File: config.mk
export PLATFORM = sky130hd
export DESIGN_NAME = coherence_perf_event_qualifiers
export DESIGN_NICKNAME = d
export VERILOG_FILES = /design/src/rtl/perf_qual_pkg.sv /design/src/rtl/coherence_perf_event_qualifiers.sv
export SDC_FILE = /design/constraint.sdc
export NUM_CORES = 1
export LEC_CHECK = 0
export ABC_CLOCK_PERIOD_IN_PS = 5800
export CORE_MARGIN = 1
export CORE_UTILIZATION = 55
export CTS_CLUSTER_SIZE = 10
export DETAILED_ROUTE_END_ITERATION = 10
export DONT_BUFFER_PORTS = 1
export PLACE_DENSITY = 0.81
export SLEW_MARGIN = 20
export SYNTH_ARGS = -nofsm -noshare
export SYNTH_HDL_FRONTEND = slang
export SYNTH_SLANG_ARGS = --single-unit
File: constraint.sdc
create_clock -name clock -period 5.8 [get_ports clock]
set_input_delay 0.29 -clock clock [delete_from_list [all_inputs] [get_ports clock]]
set_output_delay 0.29 -clock clock [all_outputs]
set_load 0.05 [all_outputs]
File: src/rtl/perf_qual_pkg.sv
package perf_qual_pkg;
  // coherent request/response qualifier
  localparam int unsigned CR_INVALID = 19;
  localparam int unsigned CR_SPEC = 18;
  localparam int unsigned CR_NO_SPEC = 17;
  localparam int unsigned CR_RSVD_HI = 16;
  localparam int unsigned CR_RSVD_LO = 15;
  localparam int unsigned CR_UPG_OK = 10;
  localparam int unsigned CR_UPG_DATA = 9;
  localparam int unsigned CR_SC_NONE = 2;
  localparam int unsigned CR_SC_KEPT = 1;
  localparam int unsigned CR_SC_CANCEL = 0;
  localparam int unsigned CR_CMD_LO = 3;
  localparam int unsigned CR_CMD_HI = 14;
  localparam int unsigned CR_INTV_LO = 19;
  localparam int unsigned CR_INTV_HI = 24;
  // accept state
  localparam int unsigned AS_COUNT_STALLS = 0;
  // data source
  localparam int unsigned DS_REQ_LO = 7;
  localparam int unsigned DS_RESP_LO = 1;
  localparam int unsigned DS_L2 = 0;
  // port response
  localparam int unsigned PR_READ = 5;
  localparam int unsigned PR_WACK = 4;
  localparam int unsigned PR_OK = 3;
  localparam int unsigned PR_PORT_LO = 0;
  // l2 utilisation
  localparam int unsigned LU_START_STALL = 5;
  localparam int unsigned LU_START_TAKEN = 4;
  localparam int unsigned LU_SYNC_WAIT = 3;
  localparam int unsigned LU_NEW_STALL = 2;
  localparam int unsigned LU_NEW_DENIED = 1;
  localparam int unsigned LU_NEW_START = 0;
  // l2 hit
  localparam int unsigned HT_MERGED = 21;
  localparam int unsigned HT_NOT_MERGED = 20;
  localparam int unsigned HT_ALLOC = 19;
  localparam int unsigned HT_NO_ALLOC = 18;
  localparam int unsigned HT_TYPE_LO = 8;
  localparam int unsigned HT_OTHER = 17;
  localparam int unsigned HT_CO_HIT = 16;
  localparam int unsigned HT_CO_MISS = 15;
  localparam int unsigned HT_WR_HIT = 14;
  localparam int unsigned HT_WR_HIT_RMW = 13;
  localparam int unsigned HT_WR_MISS = 12;
  localparam int unsigned HT_WR_MISS_RD = 11;
  localparam int unsigned HT_RD_PEND = 10;
  localparam int unsigned HT_RD_HIT = 9;
  localparam int unsigned HT_RD_MISS = 8;
  localparam int unsigned HT_PORT_LO = 0;
  // i/o unit request
  localparam int unsigned IO_TAG_LO = 27;
  localparam int unsigned IO_ANY_TAG = 26;
  localparam int unsigned IO_TXN_LO = 18;
  localparam int unsigned IO_BURST_LO = 9;
  localparam int unsigned IO_ALLOC = 8;
  localparam int unsigned IO_NO_ALLOC = 7;
  localparam int unsigned IO_NONPOSTED = 6;
  localparam int unsigned IO_POSTED = 5;
  localparam int unsigned IO_UNCACHED = 4;
  localparam int unsigned IO_CACHED = 3;
  localparam int unsigned IO_COHERENT = 2;
  localparam int unsigned IO_READ = 1;
  localparam int unsigned IO_WRITE = 0;
  // register map (byte offsets)
  localparam logic [7:0] REG_EVENT = 8'h00;
  localparam logic [7:0] REG_QUAL = 8'h04;
  localparam logic [7:0] REG_COUNT = 8'h08;
  localparam logic [7:0] REG_CTRL = 8'h0c;
  localparam logic [31:0] EVENT_RST = 32'h0000_0000;
  localparam logic [31:0] QUAL_RST = 32'h0000_0000;
  // event selects
  localparam logic [4:0] EV_COH_REQ = 5'h01;
  localparam logic [4:0] EV_L2_WR_UTIL = 5'h02;
  localparam logic [4:0] EV_L2_COMMAND_BUS_UTILISATION = 5'h03;
  localparam logic [4:0] EV_SHARING = 5'h05;
  localparam logic [4:0] EV_RESP_UTIL = 5'h06;
  localparam logic [4:0] EV_L2_UTIL = 5'h08;
  localparam logic [4:0] EV_L2_HIT = 5'h09;
  localparam logic [4:0] EV_IO_REQ = 5'h10;
  // coherent command codes on the attribute port
  localparam logic [3:0] CMD_READ_SHARED = 4'h0;
  localparam logic [3:0] CMD_READ_SHARED_FORCED = 4'h1;
  localparam logic [3:0] CMD_READ_EXCLUSIVE = 4'h2;
  localparam logic [3:0] CMD_READ_NO_KEEP = 4'h3;
  localparam logic [3:0] CMD_LINE_UPGRADE = 4'h4;
  localparam logic [3:0] CMD_LINE_EVICT = 4'h5;
  localparam logic [3:0] CMD_WRITE_INV_PART = 4'h6;
  localparam logic [3:0] CMD_WRITE_INV_FULL = 4'h7;
  localparam logic [3:0] CMD_LINE_INVALIDATE = 4'h8;
  localparam logic [3:0] CMD_HIT_WRITEBACK = 4'h9;
  localparam logic [3:0] CMD_HIT_WRITEBACK_INV = 4'ha;
  localparam logic [3:0] CMD_READ_FORCED = 4'hb;
  // l2 hit type codes
  typedef enum logic [3:0] {
    HIT_OTHER = 4'h0, HIT_CO_HIT = 4'h1, HIT_CO_MISS = 4'h2, HIT_WRITE = 4'h3,
    HIT_WR_MISS = 4'h4, HIT_WR_MISS_RD = 4'h5, HIT_RD_PEND = 4'h6,
    HIT_RD_HIT = 4'h7, HIT_RD_MISS = 4'h8
  } hit_type_e;
  // counter control state
  typedef enum logic [1:0] {
    ST_IDLE = 2'b01,
    ST_RUN = 2'b10
  } cnt_state_e;
endpackage : perf_qual_pkg

File: src/rtl/coherence_perf_event_qualifiers.sv
// Our own choices: register access over AXI4-Lite and the register addresses.
`timescale 1ns/100ps
`default_nettype none
module coherence_perf_event_qualifiers (
  input wire logic clock,
  input wire logic rst_n,
  input wire logic [7:0] s_axi_awaddr,
  input wire logic s_axi_awvalid,
  output logic s_axi_awready,
  input wire logic [31:0] s_axi_wdata,
  input wire logic [3:0] s_axi_wstrb,
  input wire logic s_axi_wvalid,
  output logic s_axi_wready,
  output logic [1:0] s_axi_bresp,
  output logic s_axi_bvalid,
  input wire logic s_axi_bready,
  input wire logic [7:0] s_axi_araddr,
  input wire logic s_axi_arvalid,
  output logic s_axi_arready,
  output logic [31:0] s_axi_rdata,
  output logic [1:0] s_axi_rresp,
  output logic s_axi_rvalid,
  input wire logic s_axi_rready,
  // coherent request/response attributes
  input wire logic coh_valid,
  input wire logic [3:0] coh_cmd,
  input wire logic [5:0] coh_intervention,
  input wire logic coh_speculated,
  input wire logic coh_upgrade_data,
  input wire logic coh_store_cond,
  input wire logic coh_sc_cancelled,
  // l2 write data and command buses
  input wire logic l2_wdata_valid,
  input wire logic l2_wdata_accept,
  input wire logic l2_cmd_valid,
  input wire logic l2_cmd_accept,
  // data source
  input wire logic ds_valid,
  input wire logic [2:0] ds_req_port,
  input wire logic ds_from_l2,
  input wire logic [2:0] ds_resp_port,
  // response bus, one doubleword per valid
  input wire logic rsp_valid,
  input wire logic [2:0] rsp_port,
  input wire logic rsp_read_data,
  input wire logic rsp_write_ack,
  input wire logic rsp_ok,
  // l2 pipeline
  input wire logic [5:0] l2_pipe_events,
  // l2 hit/miss
  input wire logic hit_valid,
  input wire logic [3:0] hit_type,
  input wire logic [2:0] hit_port,
  input wire logic hit_partial,
  input wire logic hit_merged,
  input wire logic hit_allocated,
  input wire logic [7:0] hit_byte_en_ok,
  // i/o unit request sideband
  input wire logic io_valid,
  input wire logic [3:0] io_tag,
  input wire logic [7:0] io_txn_count,
  input wire logic [8:0] io_burst_qw,
  input wire logic io_alloc,
  input wire logic io_posted,
  input wire logic [1:0] io_cache,
  input wire logic io_read,
  output logic count_event
);

  logic [31:0] event_q;
  logic [31:0] qual_q;
  logic [31:0] count_q;
  logic [31:0] count_d;
  logic enable_q;
  logic aw_seen_q;
  logic w_seen_q;
  logic [7:0] awaddr_q;
  logic [31:0] wdata_q;
  logic bvalid_q;
  logic rvalid_q;
  logic [31:0] rdata_q;
  logic [1:0] rresp_q;
  logic [1:0] bresp_q;
  logic count_q1;
  perf_qual_pkg::cnt_state_e state_q;

  // bucket index of a count: 1,2,3-4,5-8,... -> 0,1,2,3,...
  function automatic logic [3:0] bucket(input logic [8:0] n);
    logic [3:0] b;
    b = 4'h0;
    for (int i = 0; i < 9; i++) begin
      if ((n - 9'h001) >> i != 9'h000) begin
        b = 4'(i + 1);
      end
    end
    return b;
  endfunction : bucket

  wire [4:0] ev = event_q[4:0];
  wire [31:0] q = qual_q;

  // coherent request/response
  // the forced-shared read is not one of the speculating reads, the unused forced read is
  wire is_coh_read = coh_cmd == perf_qual_pkg::CMD_READ_SHARED
    || coh_cmd == perf_qual_pkg::CMD_READ_EXCLUSIVE || coh_cmd == perf_qual_pkg::CMD_READ_NO_KEEP
    || coh_cmd == perf_qual_pkg::CMD_READ_FORCED;
  wire is_upg = coh_cmd == perf_qual_pkg::CMD_LINE_UPGRADE;
  wire is_sc_cmd = is_upg || coh_cmd == perf_qual_pkg::CMD_READ_EXCLUSIVE;
  // coh_intervention[0] flags "no processor held the line"
  wire intv_ok = |(q[perf_qual_pkg::CR_INTV_HI:perf_qual_pkg::CR_INTV_LO]
    & {coh_intervention[5:1], coh_intervention[0]});
  wire spec_ok = !is_coh_read
    || (coh_speculated ? q[perf_qual_pkg::CR_SPEC] : q[perf_qual_pkg::CR_NO_SPEC]);
  logic [15:0] cmd_hot;
  always_comb begin
    cmd_hot = 16'h0000;
    unique case (coh_cmd)
      perf_qual_pkg::CMD_READ_SHARED: cmd_hot[14] = 1'b1;
      perf_qual_pkg::CMD_READ_SHARED_FORCED: cmd_hot[13] = 1'b1;
      perf_qual_pkg::CMD_READ_EXCLUSIVE: cmd_hot[12] = 1'b1;
      perf_qual_pkg::CMD_READ_NO_KEEP: cmd_hot[11] = 1'b1;
      perf_qual_pkg::CMD_LINE_UPGRADE: cmd_hot[coh_upgrade_data ? 9 : 10] = 1'b1;
      perf_qual_pkg::CMD_LINE_EVICT: cmd_hot[8] = 1'b1;
      perf_qual_pkg::CMD_WRITE_INV_PART: cmd_hot[7] = 1'b1;
      perf_qual_pkg::CMD_WRITE_INV_FULL: cmd_hot[6] = 1'b1;
      perf_qual_pkg::CMD_LINE_INVALIDATE: cmd_hot[5] = 1'b1;
      perf_qual_pkg::CMD_HIT_WRITEBACK: cmd_hot[4] = 1'b1;
      perf_qual_pkg::CMD_HIT_WRITEBACK_INV: cmd_hot[3] = 1'b1;
      default: cmd_hot = 16'h0000;
    endcase
  end
  // reserved bits 16:15 never enter the command match
  wire cmd_ok = |(q[perf_qual_pkg::CR_CMD_HI:perf_qual_pkg::CR_CMD_LO]
    & cmd_hot[14:3]);
  wire sc_ok = !is_sc_cmd || (!coh_store_cond ? q[perf_qual_pkg::CR_SC_NONE]
    : coh_sc_cancelled ? q[perf_qual_pkg::CR_SC_CANCEL] : q[perf_qual_pkg::CR_SC_KEPT]);
  wire coh_hit = coh_valid && intv_ok && spec_ok && cmd_ok && sc_ok;

  // accept state
  wire stalls = q[perf_qual_pkg::AS_COUNT_STALLS];
  wire wr_util_hit = stalls ? l2_wdata_valid : l2_wdata_valid && l2_wdata_accept;
  wire cmd_util_hit = stalls ? l2_cmd_valid : l2_cmd_valid && l2_cmd_accept;

  // data source
  wire ds_req_ok = q[perf_qual_pkg::DS_REQ_LO + 32'(ds_req_port)];
  wire ds_src_ok = ds_from_l2 ? q[perf_qual_pkg::DS_L2]
    : (ds_resp_port < 3'h6) && q[perf_qual_pkg::DS_RESP_LO + 32'(ds_resp_port)];
  wire ds_hit = ds_valid && ds_req_ok && ds_src_ok;

  // port response
  wire rsp_type_ok = (q[perf_qual_pkg::PR_READ] && rsp_read_data)
    || (q[perf_qual_pkg::PR_WACK] && rsp_write_ack) || (q[perf_qual_pkg::PR_OK] && rsp_ok);
  wire rsp_port_ok = rsp_port == q[perf_qual_pkg::PR_PORT_LO +: 3];
  // one port per counter, each valid is one doubleword
  wire rsp_hit = rsp_valid && rsp_type_ok && rsp_port_ok;

  // l2 pipeline: events [5] start stalled [4] start taken [3] sync wait
  // [2] new stalled [1] new denied [0] new started
  wire lu_hit = |(q[perf_qual_pkg::LU_START_STALL:perf_qual_pkg::LU_NEW_START]
    & l2_pipe_events);

  // l2 hit/miss: one-hot class from a single type code
  logic [9:0] type_hot;
  always_comb begin
    type_hot = 10'h000;
    unique case (hit_type)
      perf_qual_pkg::HIT_OTHER: type_hot[9] = 1'b1;
      perf_qual_pkg::HIT_CO_HIT: type_hot[8] = 1'b1;
      perf_qual_pkg::HIT_CO_MISS: type_hot[7] = 1'b1;
      perf_qual_pkg::HIT_WRITE: type_hot[(&hit_byte_en_ok) ? 6 : 5] = 1'b1;
      perf_qual_pkg::HIT_WR_MISS: type_hot[4] = 1'b1;
      perf_qual_pkg::HIT_WR_MISS_RD: type_hot[3] = 1'b1;
      perf_qual_pkg::HIT_RD_PEND: type_hot[2] = 1'b1;
      perf_qual_pkg::HIT_RD_HIT: type_hot[1] = 1'b1;
      perf_qual_pkg::HIT_RD_MISS: type_hot[0] = 1'b1;
      default: type_hot = 10'h000;
    endcase
  end
  wire type_ok = |(q[perf_qual_pkg::HT_OTHER:perf_qual_pkg::HT_TYPE_LO] & type_hot);
  wire is_wr_miss = type_hot[4] | type_hot[3];
  wire is_miss = is_wr_miss | type_hot[0];
  wire merge_ok = !(is_wr_miss && hit_partial) || (hit_merged ? q[perf_qual_pkg::HT_MERGED]
    : q[perf_qual_pkg::HT_NOT_MERGED]);
  wire alloc_ok = !is_miss || (hit_allocated ? q[perf_qual_pkg::HT_ALLOC]
    : q[perf_qual_pkg::HT_NO_ALLOC]);
  wire hport_ok = q[perf_qual_pkg::HT_PORT_LO + 32'(hit_port)];
  wire l2hit_hit = hit_valid && type_ok && merge_ok && alloc_ok && hport_ok;

  // i/o unit request
  wire tag_ok = q[perf_qual_pkg::IO_ANY_TAG]
    || io_tag == q[perf_qual_pkg::IO_TAG_LO +: 4];
  // 129 sits one past a power of two but belongs to the widest bucket
  wire [3:0] txn_raw = bucket({1'b0, io_txn_count});
  wire [3:0] txn_b = io_txn_count == 8'h81 ? 4'h7 : txn_raw;
  wire txn_ok = io_txn_count != 8'h00 && txn_b < 4'h8
    && q[perf_qual_pkg::IO_TXN_LO + 32'(txn_b)];
  wire [3:0] bl_b = bucket(io_burst_qw);
  wire bl_ok = io_burst_qw != 9'h000 && bl_b < 4'h9
    && q[perf_qual_pkg::IO_BURST_LO + 32'(bl_b)];
  wire alloc_io_ok = io_alloc ? q[perf_qual_pkg::IO_ALLOC] : q[perf_qual_pkg::IO_NO_ALLOC];
  wire posted_ok = io_read || (io_posted ? q[perf_qual_pkg::IO_POSTED]
    : q[perf_qual_pkg::IO_NONPOSTED]);
  // io_cache: 0 uncached, 1 cached non-coherent, 2 coherent
  wire cache_ok = (io_cache == 2'h0 && q[perf_qual_pkg::IO_UNCACHED])
    || (io_cache == 2'h1 && q[perf_qual_pkg::IO_CACHED])
    || (io_cache == 2'h2 && q[perf_qual_pkg::IO_COHERENT]);
  wire dir_ok = io_read ? q[perf_qual_pkg::IO_READ] : q[perf_qual_pkg::IO_WRITE];
  wire io_hit = io_valid && tag_ok && txn_ok && bl_ok && alloc_io_ok
    && posted_ok && cache_ok && dir_ok;

  logic sel_hit;
  always_comb begin
    unique case (ev)
      perf_qual_pkg::EV_COH_REQ: sel_hit = coh_hit;
      perf_qual_pkg::EV_L2_WR_UTIL: sel_hit = wr_util_hit;
      perf_qual_pkg::EV_L2_COMMAND_BUS_UTILISATION: sel_hit = cmd_util_hit;
      perf_qual_pkg::EV_SHARING: sel_hit = ds_hit;
      perf_qual_pkg::EV_RESP_UTIL: sel_hit = rsp_hit;
      perf_qual_pkg::EV_L2_UTIL: sel_hit = lu_hit;
      perf_qual_pkg::EV_L2_HIT: sel_hit = l2hit_hit;
      perf_qual_pkg::EV_IO_REQ: sel_hit = io_hit;
      default: sel_hit = 1'b0;
    endcase
  end
  wire counting = state_q == perf_qual_pkg::ST_RUN;
  assign count_d = count_q + 32'(counting && sel_hit);

  // axi4-lite slave; write address and data taken in either order
  assign s_axi_awready = !aw_seen_q && !bvalid_q;
  assign s_axi_wready = !w_seen_q && !bvalid_q;
  assign s_axi_arready = !rvalid_q;
  wire aw_now = aw_seen_q || (s_axi_awvalid && s_axi_awready);
  wire w_now = w_seen_q || (s_axi_wvalid && s_axi_wready);
  wire wr_go = aw_now && w_now && !bvalid_q;
  wire [7:0] wa = aw_seen_q ? awaddr_q : s_axi_awaddr;
  wire [31:0] wd = w_seen_q ? wdata_q : s_axi_wdata;
  wire wa_ok = wa == perf_qual_pkg::REG_EVENT || wa == perf_qual_pkg::REG_QUAL
    || wa == perf_qual_pkg::REG_COUNT || wa == perf_qual_pkg::REG_CTRL;
  wire [3:0] wstrb_eff = s_axi_wstrb;
  function automatic logic [31:0] merge(input logic [31:0] old, input logic [31:0] nw,
      input logic [3:0] st);
    logic [31:0] r;
    r = old;
    for (int i = 0; i < 4; i++) begin
      if (st[i]) begin
        r[i*8 +: 8] = nw[i*8 +: 8];
      end
    end
    return r;
  endfunction : merge
  // strobes latched alongside data cost a register; strobes must stay with wdata
  logic [3:0] wstrb_q;
  wire [3:0] ws = w_seen_q ? wstrb_q : wstrb_eff;
  wire rd_go = s_axi_arvalid && s_axi_arready;
  logic [31:0] rd_val;
  always_comb begin
    rd_val = 32'h0000_0000;
    unique case (s_axi_araddr)
      perf_qual_pkg::REG_EVENT: rd_val = event_q;
      perf_qual_pkg::REG_QUAL: rd_val = qual_q;
      perf_qual_pkg::REG_COUNT: rd_val = count_q;
      perf_qual_pkg::REG_CTRL: rd_val = {31'h0000_0000, enable_q};
      default: rd_val = 32'h0000_0000;
    endcase
  end
  wire rd_ok = s_axi_araddr == perf_qual_pkg::REG_EVENT || s_axi_araddr == perf_qual_pkg::REG_QUAL
    || s_axi_araddr == perf_qual_pkg::REG_COUNT || s_axi_araddr == perf_qual_pkg::REG_CTRL;

  always_ff @(posedge clock) begin
    if (!rst_n) begin
      aw_seen_q <= 1'b0;
      w_seen_q <= 1'b0;
      awaddr_q <= 8'h00;
      wdata_q <= 32'h0000_0000;
      wstrb_q <= 4'h0;
      bvalid_q <= 1'b0;
      bresp_q <= 2'h0;
    end else begin
      aw_seen_q <= wr_go ? 1'b0 : aw_now;
      w_seen_q <= wr_go ? 1'b0 : w_now;
      if (s_axi_awvalid && s_axi_awready) begin
        awaddr_q <= s_axi_awaddr;
      end
      if (s_axi_wvalid && s_axi_wready) begin
        wdata_q <= s_axi_wdata;
        wstrb_q <= s_axi_wstrb;
      end
      if (wr_go) begin
        bvalid_q <= 1'b1;
        bresp_q <= wa_ok ? 2'h0 : 2'h3;
      end else if (s_axi_bready) begin
        bvalid_q <= 1'b0;
      end
    end
  end

  always_ff @(posedge clock) begin
    if (!rst_n) begin
      rvalid_q <= 1'b0;
      rdata_q <= 32'h0000_0000;
      rresp_q <= 2'h0;
    end else if (rd_go) begin
      rvalid_q <= 1'b1;
      rdata_q <= rd_val;
      rresp_q <= rd_ok ? 2'h0 : 2'h3;
    end else if (s_axi_rready) begin
      rvalid_q <= 1'b0;
    end
  end

  wire wr_ev = wr_go && wa == perf_qual_pkg::REG_EVENT;
  wire wr_ql = wr_go && wa == perf_qual_pkg::REG_QUAL;
  wire wr_ct = wr_go && wa == perf_qual_pkg::REG_COUNT;
  wire wr_cl = wr_go && wa == perf_qual_pkg::REG_CTRL && ws[0];
  always_ff @(posedge clock) begin
    if (!rst_n) begin
      event_q <= perf_qual_pkg::EVENT_RST;
      qual_q <= perf_qual_pkg::QUAL_RST;
      enable_q <= 1'b0;
      state_q <= perf_qual_pkg::ST_IDLE;
      count_q <= 32'h0000_0000;
      count_q1 <= 1'b0;
    end else begin
      event_q <= wr_ev ? merge(event_q, wd, ws) : event_q;
      qual_q <= wr_ql ? merge(qual_q, wd, ws) : qual_q;
      enable_q <= wr_cl ? wd[0] : enable_q;
      state_q <= enable_q ? perf_qual_pkg::ST_RUN : perf_qual_pkg::ST_IDLE;
      // a software write to the count wins over a same-cycle increment
      count_q <= wr_ct ? merge(count_q, wd, ws) : count_d;
      count_q1 <= counting && sel_hit;
    end
  end

  assign s_axi_bvalid = bvalid_q;
  assign s_axi_bresp = bresp_q;
  assign s_axi_rvalid = rvalid_q;
  assign s_axi_rdata = rdata_q;
  assign s_axi_rresp = rresp_q;
  assign count_event = count_q1;
endmodule : coherence_perf_event_qualifiers
`default_nettype wire

==> run_results.csv, run 1 <==
group,metric,value,unit
outcome,status,"finished, final reports clean",
cells_and_area,fin_cells,1573,
sta,maxSlewHeadroom,35.14,%
route,finalWirelength,30680,um
cells_and_area,layout_common_cells,"217 x nand2_1, 181 x dfxtp_1, 100 x mux2i_1",
sta,period_share,94.02,%
placed_design,placed_cell_area,10750,sq um
cells_and_area,fin_util,62.76,%
synth,muxShareOfSynthArea,14.74,%
placed_design,gp_routability_congestion,0.8903,
setup_path,critical_path.endpoint_type,"register",
synth,synth_top_family_by_area,"simple AND/OR/NAND/NOR gates",
synth,seq_area_frac_synth,34.09,%
cells_and_area,diodes,0,
route,ant_nets,0,
cells_and_area,area_growth,10.95,%
floorplan,die-area,19990,sq um
setup_path,critPathMaxFanout,8,
sta,final_max_slew_viol_count,0,
global_routing,grt_pass1_vias,9081,
setup_path,path_cells,"inv_1, ha_1, or3b_1, or4b_1, and3_1, o32a_1, inv_1, ha_1, inv_1, a2111oi_0, o21ai_0, o2111a_1, o32ai_2, ha_1, ha_1, and3_1, and3_1, nand3_1, or2_1, nor4_1, and3_2, a211oi_1, a31oi_1, and3_1",
clock_tree,cts_buffer_depth,2,
sta,finalHoldViolCount,0,
synth,synth_cell_types,66,
power_and_ir_drop,p_per_area,240.5,nW/um^2
cells_and_area,fin_area,11860,sq um
setup_path,cp.arrival,5840,ps
hold_path,hp-class,"primary input to register",
cells_and_area,fillCellCount,1649,
sta,hold_slack,11.95,ps
cells_and_area,nNetsFinal,1458,
floorplan,die_height,141.4,um
route,drc_errors,0,
floorplan,core,18890,sq um
setup_path,critPathRequiredTime,6180,ps
synth,synthArstFlopShare,0,%
route,first_pass_iters,6,
global_routing,grt_max_degree,125,
placed_design,dp_cells,1496,
setup_path,startpoint_type,"primary input",
sta,clock_skew,9.776,ps
synth,syn_area,10690,sq um
synth,synth_xor_area_share,0.8196,%
synth,syn_nets,1475,
clock_tree,clk_pin_slew_worst_paths,70,ps
synth,avgSynthCellArea,8.108,sq um
clock_tree,cts.sinks,182,
clock_tree,clockRootBuffer,"clkbuf_16",
global_routing,grt-ovfl-total,0,
clock_tree,cts_made_buffers,17,
route,first_iter_violations,816,
power_and_ir_drop,p_clk_share,42.4,%
power_and_ir_drop,peakVddDrop,0.2832,mV
floorplan,initial_utilization,56.56,%
clock_tree,clock_latency,440,ps
global_routing,grt_pass1_wl,48080,um
cells_and_area,drive_gt1_share,7.083,%
setup_path,cpPeakStageDelay,490,ps
sta,period_needed,5453,ps
setup_path,slowest_stage,"or4b_1",
power_and_ir_drop,power_switching,739.7,uW
synth,ys.flop_type,"dfxtp_1",
global_routing,antenna_found_initial,0,
global_routing,grt_usage,30.64,%
floorplan,rows,50,
floorplan,ioPinCount,187,
setup_path,worstSetupPathType,"primary input to register",
synth,syn-instance-count,1318,
route,vias,9737,
sta,setup_viol,0,
sta,tightest_slew,971.6,ps
floorplan,die_w,141.4,um
synth,synth-simple-area-share,24.07,%
sta,timing.fmax,183.4,MHz
power_and_ir_drop,p_leak,0.004398,uW
synth,synth-edff-count,0,
placed_design,portBuffers,0,
cells_and_area,layout_commonest_cell,"nand2_1",
job,drv_cap,0,
power_and_ir_drop,swShare,25.94,%
synth,synth_fa_ha_area_share,1.405,%
clock_tree,htreeDepth,4,
power_and_ir_drop,seqPwrFrac,46.1,%
clock_tree,cts_tree,"built",
synth,synth-compound-area-share,20.40,%
synth,yosys_register_bits,182,
power_and_ir_drop,pwr-share-comb,11.5,%
placed_design,dp.final_hpwl,20720,um
route,drt-vias-per-instance,6.190,
synth,ys.warnings.count,0,
power_and_ir_drop,p_int,2112,uW
route,wl_per_cell,19.51,um
-- repair_timing --
action	4_1_cts	5_1_grt
endpoints found under the hold margin	151	0
setup endpoints to repair	0	3
hold buffers	46	0
gates resized for setup	0	3
buffers inserted	0	0
-- worst max-delay path, delay by kind of cell --
family	cells	cell delay [ps]
AOI/OAI and AO/OA	7	1520
buffers and inverters	3	270
adders and majority gates	4	990
and+or+nand+nor	10	2740
-- per-layer routing --
metal  global-route usage, %  vias to the layer above  part of all wire [%]  wire (um)
met5                       0                        -                     0          0
met4                   9.677                        0                   1.9        582
met3                   7.222                       40                   9.8       3006
met2                   48.12                      447                    45      13700
met1                   41.61                     4576                    44      13390
li1                        -                     4674                     -          -
-- Yosys cell counts, drive strengths merged (3+ instances only) --
library cell,count,area (sq um)
nor2b,68,425.4
nor3b,5,37.54
a211oi,14,105.1
nand2b,5,31.28
nor3,22,110.1
o22ai,5,31.28
mux2,21,236.5
a2111oi,6,52.55
nor4,12,75.07
and3,14,87.58
o21ai,92,460.4
o31ai,5,37.54
a22oi,42,315.3
clkbuf,83,311.6
a21oi,48,240.2
buf,13,72.56
or3,5,31.28
nor4bb,3,30.03
or4,3,22.52
mux2i,100,1001
and2,49,306.5
o211ai,6,45.04
ha,12,150.1
nand2,217,814.5
a31oi,14,87.58
nand3,20,100.1
xor2,6,52.55
nand3b,5,37.54
o211a,8,80.08
o21a,9,67.56
nor4b,6,52.55
inv,25,93.84
a21boi,46,345.3
or2,5,31.28
nor2,77,289.0
xnor2,4,35.03
a311oi,9,78.83
nand4,7,43.79
dfxtp,182,3643
o32ai,4,35.03
mux4,15,337.8
-- power groups by stage --
| stage | sequential [uW] | clock [uW] | combinational (uW) |
|---|---|---|---|
| 2_1_floorplan | 1330 | 0 | 258 |
| 3_3_place_gp | 1340 | 0 | 271 |
| 5_1_grt | 1320 | 1270 | 355 |
| 6_report | 1310 | 1210 | 328 |
| 3_5_place_dp | 1340 | 0 | 277 |
| 4_1_cts | 1310 | 1220 | 324 |
-- sequential cells by signal, summed over array words and instances, names as in the netlist --
| name | flops |
|---|---|
| count_q | 32 |
| event_q | 32 |
| q | 32 |
| s_axi_rdata | 32 |
| wdata_q | 32 |
| awaddr_q | 8 |
| wstrb_q | 4 |
| state_q | 2 |
| aw_seen_q | 1 |
| count_event | 1 |
| enable_q | 1 |
| s_axi_bresp | 1 |
| s_axi_bvalid | 1 |
| s_axi_rresp | 1 |
| s_axi_rvalid | 1 |
| w_seen_q | 1 |
-- worst paths after layout --
path / start / to / slack (ps) / depth (start not counted)
max: io_burst_qw[1] / count_q[30] / 350 / 24
min: rst_n / event_q[10] / 10 / 1
max reg2reg: q[27] / count_q[30] / 1080 / 17
min reg2reg: wdata_q[12] / wdata_q[12] / 460 / 2
-- layout make-up --
cell class	instances	area, sq um	area share, %
clock inverter	13	170.2	1.435
sequential	182	3645	30.74
inverter	25	93.84	0.7915
timing repair buffer	60	593.1	5.002
multi-input combinational	1015	6590	55.58
clock buffer	18	439.2	3.704
tap	260	325.3	2.744
-- through the flow --
stage	total power [uW]	setup slack, ps	TNS [ps]
after floorplan	1588	285.2	0
after global placement	1612	14.17	0
after detailed placement	1619	-232.5	-642.0
after CTS	2856	188.9	0
after global routing	2942	-6.244	-6.244
final	2852	346.7	0
-- kinds of logic (layout without fill, tap and decap cells) --
| family | Yosys count | in the layout |
|---|---|---|
| buf+inv | 121 | 116 |
| mux | 136 | 136 |
| xor+xnor | 10 | 10 |
| compound gates | 329 | 329 |
| fa+ha+maj | 12 | 12 |
| flops | 182 | 182 |
| simple gates | 528 | 528 |
No activity file was read; power rests on OpenSTA's default activity.
==> run 2, diff against run 1 <==
--- a/config.mk
+++ b/config.mk
@@ -11,7 +11,9 @@
 export CTS_CLUSTER_SIZE = 10
 export DETAILED_ROUTE_END_ITERATION = 10
 export DONT_BUFFER_PORTS = 1
+export GPL_TIMING_DRIVEN = 1
 export PLACE_DENSITY = 0.81
+export REMOVE_ABC_BUFFERS = 1
 export SLEW_MARGIN = 20
 export SYNTH_ARGS = -nofsm -noshare
 export SYNTH_HDL_FRONTEND = slang
==> run 2 against run 1 <==
  * Flip-flop and latch count unchanged
  * Non-clock buffer count decreased by 3
  * Clock power shrank 7%
  * Setup slack improved by 240 ps
  * Via count rose by 1.5%
  * Combinational power decreased by 6.7%
  * Hold slack got worse by 5.7 ps
  * Sequential power about the same
  * Clock skew up 1.3 ps
  * Clock-buffer cell count is the same
  * Global-route usage up 0.85 points
==> run_results.csv, run 2 (synthesized netlist as in run 1, its figures left out) <==
group,metric,value,unit
outcome,status,"finished, final reports clean",
placed_design,gp_routability_congestion,0.9367,
clock_tree,cts.sinks,182,
sta,finalHoldViolCount,0,
route,first_iter_violations,1003,
cells_and_area,fin_util,62.18,%
route,ant_nets,0,
sta,final_max_slew_viol_count,0,
cells_and_area,area_growth,9.928,%
floorplan,die_height,141.4,um
hold_path,min_from,"s_axi_wdata[3]",
clock_tree,htreeDepth,4,
floorplan,core,18890,sq um
sta,period_needed,5216,ps
clock_tree,clock_latency,440,ps
cells_and_area,layout_common_cells,"217 x nand2_1, 181 x dfxtp_1, 100 x mux2i_1",
placed_design,placed_cell_area,10780,sq um
power_and_ir_drop,peakVddDrop,0.2057,mV
sta,tns,0,ps
clock_tree,cts_tree,"built",
global_routing,grt-ovfl-total,0,
route,first_pass_iters,6,
setup_path,critPathRequiredTime,6140,ps
placed_design,dp.final_hpwl,21470,um
sta,setup_viol,0,
cells_and_area,diodes,0,
clock_tree,clk_pin_slew_worst_paths,70,ps
clock_tree,clockRootBuffer,"clkbuf_16",
floorplan,die_w,141.4,um
job,drv_cap,0,
setup_path,critical_path.endpoint_type,"register",
setup_path,cp.arrival,5560,ps
floorplan,ioPinCount,187,
cells_and_area,drive_gt1_share,7.252,%
power_and_ir_drop,p_leak,0.004330,uW
setup_path,reg2reg_from,"q[0]",
global_routing,grt_pass1_wl,49150,um
route,finalWirelength,31780,um
global_routing,antenna_found_initial,0,
clock_tree,cts_made_buffers,17,
global_routing,grt_usage,31.49,%
placed_design,dp_cells,1500,
cells_and_area,layout_commonest_cell,"nand2_1",
floorplan,rows,50,
clock_tree,cts_buffer_depth,2,
setup_path,worstSetupPathType,"primary input to register",
sta,timing.fmax,191.7,MHz
global_routing,grt_pass1_vias,9199,
route,vias,9883,
floorplan,die-area,19990,sq um
sta,period_share,89.94,%
setup_path,r2r_slack,1090,ps
cells_and_area,nNetsFinal,1455,
route,drc_errors,0,
route,wl_per_cell,20.24,um
hold_path,hp-class,"primary input to register",
setup_path,cp-startpoint,"io_txn_count[1]",
placed_design,portBuffers,0,
power_and_ir_drop,p_per_area,232.8,nW/um^2
setup_path,critPathMaxFanout,8,
sta,maxSlewHeadroom,23.66,%
cells_and_area,fin_cells,1570,
sta,tightest_slew,1141,ps
setup_path,startpoint_type,"primary input",
sta,grt_setup_unrepaired,"no",
route,drt-vias-per-instance,6.295,
cells_and_area,fin_area,11750,sq um
floorplan,initial_utilization,56.56,%
sta,clock_skew,11.04,ps
global_routing,grt_max_degree,152,
run 2: changes by cell type in the layout (fill, tap and decap cells not counted), moves of 2 or more:
cell           previous run  this run
buf_4                    14        18
inv_6                     5         3
dlygate4sd3_1            44        39
clkinv_4                  3         1
bufinv_16                 3         1
clkinvlp_4                0         5
run 2: timing repair:
action | in CTS | in global routing
buffers inserted | 0 | 0
endpoints found under the setup margin | 0 | 4
hold buffers | 39 | 0
endpoints found under the hold margin | 68 | 0
gates resized for setup | 0 | 5
run 2: through the flow:
stage          total power, uW  hold slack [ps]  setup slack (ps)
2_1_floorplan             1550            407.5             330.0
6_report                  2735            6.264             583.5
3_3_place_gp              1610            430.2             39.51
3_5_place_dp              1618            435.3            -123.1
4_1_cts                   2736           0.2594             285.1
5_1_grt                   2825            4.665             9.404
run 2: path summary, 6_finish.rpt:
| check | endpoint | cells past startpoint |
|---|---|---|
| setup reg to reg | count_q[30] | 17 |
| hold reg to reg | wdata_q[29] | 2 |
| setup / recovery | count_q[28] | 25 |
| hold / removal | wdata_q[3] | 2 |
run 2: layer usage:
layer,up-vias,routed length (um),GRT usage (%)
met5,-,0,0
met4,0,787,11.09
met3,60,2922,7.762
met2,447,14770,51.30
met1,4720,13300,40.61
li1,4656,-,-
run 2: report_power, final:
part           internal, uW  switching [uW]  total (uW)
Clock                   594             521        1120
Combinational           133             173         306
Sequential             1280            35.1        1310
run 2: layout make-up:
class / count / area (sq um)
Inverter: 25 / 93.84
Clock inverter: 13 / 123.9
Tap cell: 260 / 325.3
Clock buffer: 18 / 429.2
Sequential cell: 182 / 3645
Timing Repair Buffer: 57 / 525.5
Fill cell: 1637 / 7146
Multi-Input combinational cell: 1015 / 6605
run 2: critical path, cell delays in order:
cell and delay (ps):
inv_1 60, ha_1 170, or3b_1 400, nor4_1 180, a31oi_1 70, o31ai_1 270, nand2_1 80, o21ai_0 90
o21ai_0 110, ha_2 470, mux2i_1 120, mux4_2 480, mux2i_1 150, nand3_1 130, o32ai_2 280, ha_1 250
ha_1 200, and3_1 200, and3_1 230, nand3_1 120, or2_1 360, nor4_4 190, and3_2 300, a211oi_1 90
a311oi_1 280
